[src/tppu_pkg.sv]
// package: register map, reset values and carrier types of the pattern pulse unit
package tppu_pkg;
   localparam int          TPPU_GROUPS        = 4;
   localparam int          TPPU_GW            = 4;
   localparam int          TPPU_LINES         = 16;
   // register byte addresses
   localparam logic [11:0] TPPU_OFS_MODE      = 12'h000;
   localparam logic [11:0] TPPU_OFS_TRIG      = 12'h004;
   localparam logic [11:0] TPPU_OFS_NEXT      = 12'h008;
   localparam logic [11:0] TPPU_OFS_ENABLE    = 12'h00C;
   localparam logic [11:0] TPPU_OFS_DIR       = 12'h010;
   localparam logic [11:0] TPPU_OFS_VALUE     = 12'h014;
   localparam logic [11:0] TPPU_OFS_PIN       = 12'h018;
   // reset values
   localparam logic [7:0]  TPPU_RST_MODE      = 8'hF0;
   localparam logic [3:0]  TPPU_MODE_RSVD     = 4'hF;
   localparam logic [7:0]  TPPU_RST_TRIG      = 8'hFF;
   localparam logic [15:0] TPPU_RST_NEXT      = 16'h0000;
   localparam logic [15:0] TPPU_RST_ENABLE    = 16'h0000;
   localparam logic [15:0] TPPU_RST_DIR       = 16'h0000;
   localparam logic [15:0] TPPU_RST_VALUE     = 16'h0000;
   // trigger select codes
   localparam logic [1:0]  TPPU_SEL_CH0       = 2'h0;
   localparam logic [1:0]  TPPU_SEL_CH1       = 2'h1;
   localparam int          TPPU_TRIG_FW       = 2;

   typedef struct packed {
      logic [2:0] match_a;
      logic [2:0] match_b;
   } tppu_match_t;

   typedef struct packed {
      logic [15:0] out;
      logic [15:0] oe;
   } tppu_pins_t;
endpackage

[src/tppu_unit.sv]
// pattern pulse unit: four timer-triggered 4-bit output groups behind an apb slave
// What this block does
// - mode register selects overlap per group
// - mode register resets to F0
// - upper mode bits ignore writes, read one
// - normal mode updates only at match A
// - non-overlap mode uses matches A and B
// - pattern output needs direction and enable set
// - enabled line first drives current port value
// - selected event copies next data to port
// - enabled input still loads port value, read-only
// - two-bit trigger select per group, resets 11
// - match B copies only zero next bits
`timescale 1ns/1ps
`default_nettype none
module tppu_unit
   import tppu_pkg::*;
(
   input  wire logic        ref_clk,
   input  wire logic        rst_n,
   input  wire logic        psel,
   input  wire logic        penable,
   input  wire logic        pwrite,
   input  wire logic [11:0] paddr,
   input  wire logic [31:0] pwdata,
   input  wire logic [3:0]  pstrb,
   output logic      [31:0] prdata,
   output logic             pready,
   output logic             pslverr,
   input  wire tppu_match_t timer_match,
   input  wire logic [15:0] pin_in,
   output tppu_pins_t       pins
);

   // registers
   logic [3:0]  mode_q;
   logic [7:0]  trig_q;
   logic [15:0] next_q;
   logic [15:0] enable_q;
   logic [15:0] dir_q;
   logic [15:0] value_q;
   logic [31:0] prdata_q;
   logic        pready_q;
   logic        pslverr_q;
   tppu_pins_t  pins_q;
   // pin synchroniser
   logic [15:0] pin_s1_q;
   logic [15:0] pin_s2_q;

   // apb decode; no wait state, read data still comes from a flop loaded in the setup cycle
   wire         setup_w   = psel && !penable;
   // writes land in the access phase, at the edge where pready is seen
   wire         access_w  = psel && penable && pready_q;
   wire         wr_w      = access_w && pwrite;
   wire         hit_mode  = (paddr == TPPU_OFS_MODE);
   wire         hit_trig  = (paddr == TPPU_OFS_TRIG);
   wire         hit_next  = (paddr == TPPU_OFS_NEXT);
   wire         hit_en    = (paddr == TPPU_OFS_ENABLE);
   wire         hit_dir   = (paddr == TPPU_OFS_DIR);
   wire         hit_val   = (paddr == TPPU_OFS_VALUE);
   wire         hit_pin   = (paddr == TPPU_OFS_PIN);
   wire         hit_any   = hit_mode | hit_trig | hit_next | hit_en | hit_dir
                            | hit_val | hit_pin;
   wire         ro_hit    = hit_pin;
   wire         err_w     = !hit_any || (pwrite && ro_hit);
   wire         wr_mode   = wr_w && hit_mode && pstrb[0];
   wire         wr_trig   = wr_w && hit_trig && pstrb[0];
   wire         wr_next   = wr_w && hit_next;
   wire         wr_en     = wr_w && hit_en;
   wire         wr_dir    = wr_w && hit_dir;
   wire         wr_val    = wr_w && hit_val;
   wire [15:0]  lane_mask = {{8{pstrb[1]}}, {8{pstrb[0]}}};
   wire [15:0]  wdata_w   = pwdata[15:0];
   // byte lanes merge, so a half write leaves the other byte alone
   wire [15:0]  next_d    = (next_q & ~lane_mask) | (wdata_w & lane_mask);
   wire [15:0]  enable_d  = (enable_q & ~lane_mask) | (wdata_w & lane_mask);
   wire [15:0]  dir_d     = (dir_q & ~lane_mask) | (wdata_w & lane_mask);
   // reserved mode bits have no storage, so writes to them vanish
   wire [3:0]   mode_d    = pwdata[3:0];
   wire [7:0]   trig_d    = pwdata[7:0];
   // enabled lines set to input: the port value is read-only to software
   wire [15:0]  locked_w  = enable_q & ~dir_q;

   // per group trigger decode
   logic [3:0]  fire_a;
   logic [3:0]  fire_b;
   logic [15:0] load_mask;
   logic [15:0] load_d;

   genvar g;
   generate
      for (g = 0; g < TPPU_GROUPS; g = g + 1)
      begin : g_grp
         wire [1:0] sel_w = trig_q[g*TPPU_TRIG_FW +: TPPU_TRIG_FW];
         // codes 10 and 11 both reach channel 2
         wire ma_w = (sel_w == TPPU_SEL_CH0) ? timer_match.match_a[0] :
                     (sel_w == TPPU_SEL_CH1) ? timer_match.match_a[1] :
                                               timer_match.match_a[2];
         wire mb_w = (sel_w == TPPU_SEL_CH0) ? timer_match.match_b[0] :
                     (sel_w == TPPU_SEL_CH1) ? timer_match.match_b[1] :
                                               timer_match.match_b[2];
         wire [3:0] nx_w = next_q[g*TPPU_GW +: TPPU_GW];
         assign fire_a[g] = ma_w;
         // match B ignored unless the group is in non-overlap mode
         wire nov_w = mode_q[g];
         assign fire_b[g] = mb_w && nov_w;
         // match A copies all bits; match B only lets the zeros through
         assign load_mask[g*TPPU_GW +: TPPU_GW] = fire_a[g] ? 4'hF :
                                   fire_b[g] ? ~nx_w : 4'h0;
         assign load_d[g*TPPU_GW +: TPPU_GW] = nx_w;
      end
   endgenerate

   // transfer happens regardless of direction; only enabled lines load
   wire [15:0]  xfer_w    = load_mask & enable_q;
   // enabled input lines hold a port value software cannot overwrite
   wire [15:0]  sw_wmask  = lane_mask & ~locked_w;
   wire [15:0]  value_sw  = (value_q & ~sw_wmask) | (wdata_w & sw_wmask);
   wire [15:0]  value_base = wr_val ? value_sw : value_q;
   // a trigger in the same cycle as a software write wins
   wire [15:0]  value_d   = (value_base & ~xfer_w) | (load_d & xfer_w);

   // pin drive: output value is the port register whether pattern or plain port
   wire [15:0]  out_d     = value_d;
   wire [15:0]  oe_d      = dir_q;

   // read words; unused upper bits read zero, except mode bits 7:4, which read one
   wire [31:0]  rd_mode_w = {24'h000000, TPPU_MODE_RSVD, mode_q};
   wire [31:0]  rd_trig_w = {24'h000000, trig_q};
   wire [31:0]  rd_next_w = {16'h0000, next_q};
   wire [31:0]  rd_en_w   = {16'h0000, enable_q};
   wire [31:0]  rd_dir_w  = {16'h0000, dir_q};
   // input lines read the pad, output lines the port register
   wire [31:0]  rd_val_w  = {16'h0000, (value_q & dir_q) | (pin_s2_q & ~dir_q)};
   wire [31:0]  rd_pin_w  = {16'h0000, pin_s2_q};
   wire [31:0]  rd_w =
      hit_mode ? rd_mode_w :
      hit_trig ? rd_trig_w :
      hit_next ? rd_next_w :
      hit_en   ? rd_en_w :
      hit_dir  ? rd_dir_w :
      hit_val  ? rd_val_w :
      hit_pin  ? rd_pin_w : 32'h00000000;

   // bus response: each answer is a one-cycle pulse from a flop
   always_ff @(posedge ref_clk or negedge rst_n)
   begin
      if (!rst_n)
      begin
         pready_q <= 1'b0;
      end
      else
      begin
         pready_q <= setup_w;
      end
   end

   // unmapped offsets and writes to the pad register are refused
   always_ff @(posedge ref_clk or negedge rst_n)
   begin
      if (!rst_n)
      begin
         pslverr_q <= 1'b0;
      end
      else
      begin
         pslverr_q <= setup_w && err_w;
      end
   end

   // read data is zero outside its access cycle, so stale words never leak
   always_ff @(posedge ref_clk or negedge rst_n)
   begin
      if (!rst_n)
      begin
         prdata_q <= 32'h00000000;
      end
      else
      begin
         prdata_q <= (setup_w && !pwrite) ? rd_w : 32'h00000000;
      end
   end

   // standby does not exist here, only reset restores the mode bits
   always_ff @(posedge ref_clk or negedge rst_n)
   begin
      if (!rst_n)
      begin
         mode_q <= TPPU_RST_MODE[3:0];
      end
      else if (wr_mode)
      begin
         mode_q <= mode_d;
      end
   end

   // two bits per group; codes 10 and 11 both pick channel 2
   always_ff @(posedge ref_clk or negedge rst_n)
   begin
      if (!rst_n)
      begin
         trig_q <= TPPU_RST_TRIG;
      end
      else if (wr_trig)
      begin
         trig_q <= trig_d;
      end
   end

   // the last write before a match is the one that gets copied
   always_ff @(posedge ref_clk or negedge rst_n)
   begin
      if (!rst_n)
      begin
         next_q <= TPPU_RST_NEXT;
      end
      else if (wr_next)
      begin
         next_q <= next_d;
      end
   end

   // a cleared enable bit turns the line back into a plain port
   always_ff @(posedge ref_clk or negedge rst_n)
   begin
      if (!rst_n)
      begin
         enable_q <= TPPU_RST_ENABLE;
      end
      else if (wr_en)
      begin
         enable_q <= enable_d;
      end
   end

   // direction alone decides whether the pad is driven
   always_ff @(posedge ref_clk or negedge rst_n)
   begin
      if (!rst_n)
      begin
         dir_q <= TPPU_RST_DIR;
      end
      else if (wr_dir)
      begin
         dir_q <= dir_d;
      end
   end

   // triggers and software writes merge in value_d every cycle
   always_ff @(posedge ref_clk or negedge rst_n)
   begin
      if (!rst_n)
      begin
         value_q <= TPPU_RST_VALUE;
      end
      else
      begin
         value_q <= value_d;
      end
   end

   // pins take the same next value as the port register: no extra lag
   always_ff @(posedge ref_clk or negedge rst_n)
   begin
      if (!rst_n)
      begin
         pins_q <= '0;
      end
      else
      begin
         pins_q.out <= out_d;
         pins_q.oe  <= oe_d;
      end
   end

   // first synchroniser stage; nothing but the second stage reads it
   always_ff @(posedge ref_clk or negedge rst_n)
   begin
      if (!rst_n)
      begin
         pin_s1_q <= 16'h0000;
      end
      else
      begin
         pin_s1_q <= pin_in;
      end
   end

   // second stage: the only view of the pads that logic may use
   always_ff @(posedge ref_clk or negedge rst_n)
   begin
      if (!rst_n)
      begin
         pin_s2_q <= 16'h0000;
      end
      else
      begin
         pin_s2_q <= pin_s1_q;
      end
   end

   assign prdata  = prdata_q;
   assign pready  = pready_q;
   assign pslverr = pslverr_q;
   assign pins    = pins_q;

endmodule
`default_nettype wire

[config.mk]
export PLATFORM = sky130hd
export DESIGN_NAME = tppu_unit
export DESIGN_NICKNAME = d
export VERILOG_FILES = /design/src/tppu_pkg.sv /design/src/tppu_unit.sv
export SDC_FILE = /design/constraint.sdc
export NUM_CORES = 1
export LEC_CHECK = 0
export BUFFER_PORTS_ARGS = -buffer_cell sky130_fd_sc_hd__buf_2
export CORE_ASPECT_RATIO = 0.9
export CORE_MARGIN = 2
export CORE_UTILIZATION = 54
export CTS_CLUSTER_DIAMETER = 120
export CTS_CLUSTER_SIZE = 30
export DETAILED_ROUTE_END_ITERATION = 10
export MAX_ROUTING_LAYER = met4
export PLACE_DENSITY = 0.76
export REMOVE_ABC_BUFFERS = 1
export SLEW_MARGIN = 20
export SYNTH_ARGS = -nofsm -noshare
export SYNTH_HDL_FRONTEND = slang
export SYNTH_SLANG_ARGS = --single-unit
export TNS_END_PERCENT = 20
[constraint.sdc]
create_clock -name ref_clk -period 2.4 [get_ports ref_clk]
set_input_delay 0 -clock ref_clk [delete_from_list [all_inputs] [get_ports ref_clk]]
set_output_delay 0 -clock ref_clk [all_outputs]
set_load 0.005 [all_outputs]
* Word level (Yosys, flattened, before mapping)
Cells that the tools add are included.
Word-level totals: bits in registers 142, input bits 75, output and inout port bits 66, logic and storage cells 117
Operators by class: equal/unequal tests 10, mux-type cells 33, bitwise gates (word level) 34, reductions and logical operators 28
Operators by type and width (number):
- AND 16 bit | 13
- 2-to-1 mux 16 bit | 9
- OR 16 bit | 6
- inverter 16 bit | 5
- == test 12 x 5 -> 1 bit, second input constant | 3
- 2-to-1 mux 4 bit | 8
- == test 12 x 4 -> 1 bit, second input constant | 2
- logical AND 1 bit | 19
- 2-to-1 mux 1 bit | 16
- inverter 4 bit | 4
- == test 12 x 3 -> 1 bit, second input constant | 1
- zero test 12 bit | 1
- == test 2 x 1 -> 1 bit, second input constant | 4
- zero test 2 bit | 4
- OR 1 bit | 6
- zero test 1 bit | 3
- logical OR 1 bit | 1

* Logic depth before layout (Yosys ltp)
depth after elaboration 10, depth in mapped cells 8, depth with buffers taken out 5

* Worst setup path after synthesis
No wires, ideal clock.
path type register to register, from register pready_q (netlist: pready), to register (tool-made name), library setup time 0.125 ns, data arrival time 1.654 ns, data required time 2.275 ns, path slack 0.621 ns, stages on the path, launching flop included 6, path buffers 1, clock period less this slack 1.779 ns, path through dfrtp_1 -> nand3_1 -> or3_1 -> or2_2 -> clkbuf_1 -> mux2_2
RTL lines:
- from (decl) | RTL line tppu_unit.sv:43 | logic pready_q;
- from (signal assigned) | RTL line tppu_unit.sv:154 | pready_q <= setup_w;

* Final worst setup path
from input paddr[4], to register trig_q[2]
Between the ends: cells in the longest elaborated chain, start to end 3
RTL lines:
- from (decl) | RTL line tppu_unit.sv:24 | input wire logic [11:0] paddr,
- == test 12 x 3 -> 1 bit | RTL line tppu_unit.sv:56 | wire hit_trig = (paddr == TPPU_OFS_TRIG);
- logical AND 1 bit (2 in series) | RTL line tppu_unit.sv:67 | wire wr_trig = wr_w && hit_trig && pstrb[0];
- to (signal assigned) | RTL line tppu_unit.sv:206 | trig_q <= trig_d;
- to (decl) | RTL line tppu_unit.sv:37 | logic [7:0] trig_q;
Every way passes these cells. A chain may end at the register's enable or synchronous reset.

==> metrics.csv <==
stage,metric,value,unit
sta,slew at the pin closest to its max-slew limit,0.7449,ns
global_routing,pin count of the biggest net entering global routing,64,
cells_and_area,"Net count, final",792,
sta,Final Hold Vio Count,0,
clocking,Post-CTS Setup Inserts,0,
synth,yosys warns,0,
synth,Post-synth EDFFs,0,
sta,RSZ-0062 raised after global routing,false,
sta,"Setup violations, final",0,
floorplanning,Initial Utilization,55.69,%
power_and_ir_drop,Pwr Total,5.236,mW
sta,Final TNS setup,0,ns
clocking,clock-pin slew on the worst setup and hold paths,0.05,ns
status,status,completed,
clocking,root buffer cell,clkbuf_16,
sta,period utilization,89.52,%
global_routing,vias in the first global route,5174,
setup_path,"slowest stage cell, crit path",dlygate4sd3_1,
clocking,CTS resizes,0,
sta,clk_skew,0.006285,ns
sta,maximum clock rate,465.5,MHz
sta,Final min period,2.148,ns
setup_path,Setup CP Type,in2reg,
power_and_ir_drop,Peak VDD IR,0.5090,mV
synth,Synth Instances,552,
cells_and_area,"Design Area, Final",0.008132,mm2
setup_path,CP bufs+invs,2,
route,post-route DRC violation count,0,
setup_path,crit-path max cell delay,0.53,ns
placement,placed inst area,0.007196,mm2
setup_path,CP Capture Type,flip-flop,
worst_hold_path,Hold WC Path Type,in2async,
global_routing,GRT Total Usage,29.56,%
route,via count,5241,
cells_and_area,layout cell share with drive strength beyond 1,32.78,%
route,Via density,5.915,
route,DR iter-0 viols,511,
route,"antenna viol nets, final",0,
sta,Slew HR,50.34,%
synth,"Top FF cell, synth",dfrtp_1,
synth,mapped cell area,0.006420,mm2
floorplanning,die width,118.9,um
power_and_ir_drop,Cell Pwr Density,643.9,mW/mm2
clocking,TritonCTS Buffers,17,
sta,fin worst setup slack,0.2516,ns
synth,Yosys reg bits,142,
sta,Hold Worst Slack,0.1244,ns
global_routing,global-route wire length before repair,27420,um
synth,fraction of registers with async set/reset,100.0,%
global_routing,antenna violations before repair,0,
setup_path,crit path max fanout,11,
setup_path,worst path cell trace,dlygate4sd3_1 -> buf_2 -> nor3_1 -> and3_1 -> nand3_1 -> mux2_2,
synth,sequential share of the synthesized area,55.51,%
route,1st-pass router iterations,5,
placement,Port Buf Inserts,106,
cells_and_area,Area Overhead vs Synth,26.66,%
floorplanning,Die ar.,0.01278,mm2
synth,Netlist cell types,44,
route,final WL,17690,um
clocking,TritonCTS clock tree,yes,
clocking,CTS max path bufs,2,
setup_path,CP required,2.74,ns
placement,HPWL after DPL,11480,um
setup_path,critical path launch point type,input pin,
global_routing,GRT overflow,0,
sta,Final Max Tran Viols,0,
synth,"Avg Cell Area, Syn",11.63,um2
floorplanning,die height,107.4,um
clocking,worst skew pair latency,0.42,ns
clocking,Clock Sinks,142,
job,max cap viols,0,
floorplanning,I/O Pins,141,
placement,DP Worst Slack,0.3153,ns
setup_path,CP arrival,2.49,ns
floorplanning,Core Area,0.01153,mm2
floorplanning,row count,37,
clocking,H-tree depth,4,
setup_path,Worst path top cell family by delay,simple AND/OR/NAND/NOR gates,
route,wire length per cell,19.97,um
power_and_ir_drop,Leak,3.896,nW
placement,routability cong.,0.9497,
==> final timing paths <==
check,startpoint,endpoint,slack [ns],cells past startpoint
worst max-delay path,paddr[4],trig_q[2],0.25,6
worst min-delay path,rst_n,async pin,0.12,2
worst max register to register,pready,flip-flop,0.47,4
worst min register to register,pin_s1_q[11],pin_s2_q[11],0.35,0
max in group asynchronous,rst_n,trig_q[5],1.54,3
min in group ref_clk,pwrite,prdata[0],0.13,5
==> worst register-to-register path, stage by stage (launching register included) <==
cell and delay (ns):
dfrtp_1 0.34, nand3_1 0.23, nor2_1 0.26, nand3_1 0.51, mux2_2 0.47
==> routing by layer <==
layer / vias to the layer above / GRT usage [%] / part of all wire, %
met5: - / - / 0
met4: 0 / 13.61 / 2.7
met2: 298 / 43.76 / 47
met3: 45 / 8.051 / 9.9
li1: 2332 / - / -
met1: 2566 / 38.33 / 40
==> repair_timing <==
item | 4_1_cts | 5_1_grt
endpoints found under the setup margin | 0 | 0
hold buffers | 37 | 0
endpoints found under the hold margin | 156 | 0
==> final cells by class <==
cell class / count / area [um2]
Sequential cell: 142 / 3563
Fill cell: 838 / 3396
Multi-Input combinational cell: 386 / 2696
Timing Repair Buffer: 167 / 1100
Clock buffer: 25 / 505.5
Tap cell: 156 / 195.2
Clock inverter: 6 / 57.56
Inverter: 3 / 11.26
Antenna cell: 1 / 2.502
==> through the flow <==
stage | utilization (%) | instances
after floorplan | - | 531
after global placement | 62.42 | 817
after detailed placement | 62.42 | 817
after CTS | 70.52 | 885
after global routing | 70.52 | 885
final | 70.54 | 886
==> synthesized netlist by cell type, types with 2 or more instances <==
cell type  count  share of area, %
mux4_2         4               1.4
o211ai_1       4              0.47
and3_1         4              0.39
mux2i_1        5              0.78
dfstp_2        8               3.3
a21o_1         3              0.35
buf_2          2              0.16
a211oi_1      11               1.3
buf_4         16               1.9
nand2_1       26               1.5
buf_1          3              0.18
o22ai_1        7              0.68
clkbuf_1      14              0.82
nand2b_1      26               2.5
mux2_4         8               1.9
o21a_1         5              0.58
nor3_1         4              0.31
o21ai_0       58               4.5
nor2b_1       34               3.3
o211a_1        3              0.47
nor2_1        12              0.70
mux2_2        53               9.3
a21oi_1       23               1.8
nand3_1       30               2.3
a31oi_1        7              0.68
o2111ai_1      3              0.41
a32oi_1       16               2.2
nand4_1       11               1.1
dfrtp_1      134                52
nor3_2         2              0.31
inv_1          3              0.18
==> power by group <==
| part | total (mW) | internal, mW | leakage (nW) | switching [mW] |
|---|---|---|---|---|
| Clock | 2.47 | 1.55 | 0.279 | 0.925 |
| Sequential | 2.44 | 2.43 | 1.88 | 0.0106 |
| Combinational | 0.326 | 0.121 | 1.74 | 0.205 |
==> logic make-up after synthesis <==
kind of cell / count (synthesis) / share of synthesized area [%]
buffers and inverters: 39 / 3.372
muxes: 70 / 13.35
AOI/OAI and AO/OA: 141 / 13.56
DFF: 142 / 55.51
other: 1 / 0.05841
and+or+nand+nor: 159 / 14.15
==> layout by cell type (no fill, tap or decap), types with 5 or more instances in the layout <==
master / synthesis / routed
clkbuf_16: 0 / 17
dfrtp_1: 134 / 134
mux2_2: 53 / 53
a32oi_1: 16 / 16
nand2b_1: 26 / 26
mux2i_1: 5 / 5
o22ai_1: 7 / 7
conb_1: 1 / 16
nor2_1: 12 / 12
nand2_1: 26 / 26
buf_4: 16 / 23
o21ai_0: 58 / 58
nand4_1: 11 / 11
dfstp_2: 8 / 8
clkbuf_8: 0 / 5
o21a_1: 5 / 5
a31oi_1: 7 / 7
buf_2: 2 / 105
a21oi_1: 23 / 23
a211oi_1: 11 / 11
nand3_1: 30 / 30
dlygate4sd3_1: 0 / 37
nor2b_1: 34 / 34
mux2_4: 8 / 8
(Power assumes the default switching activity.)
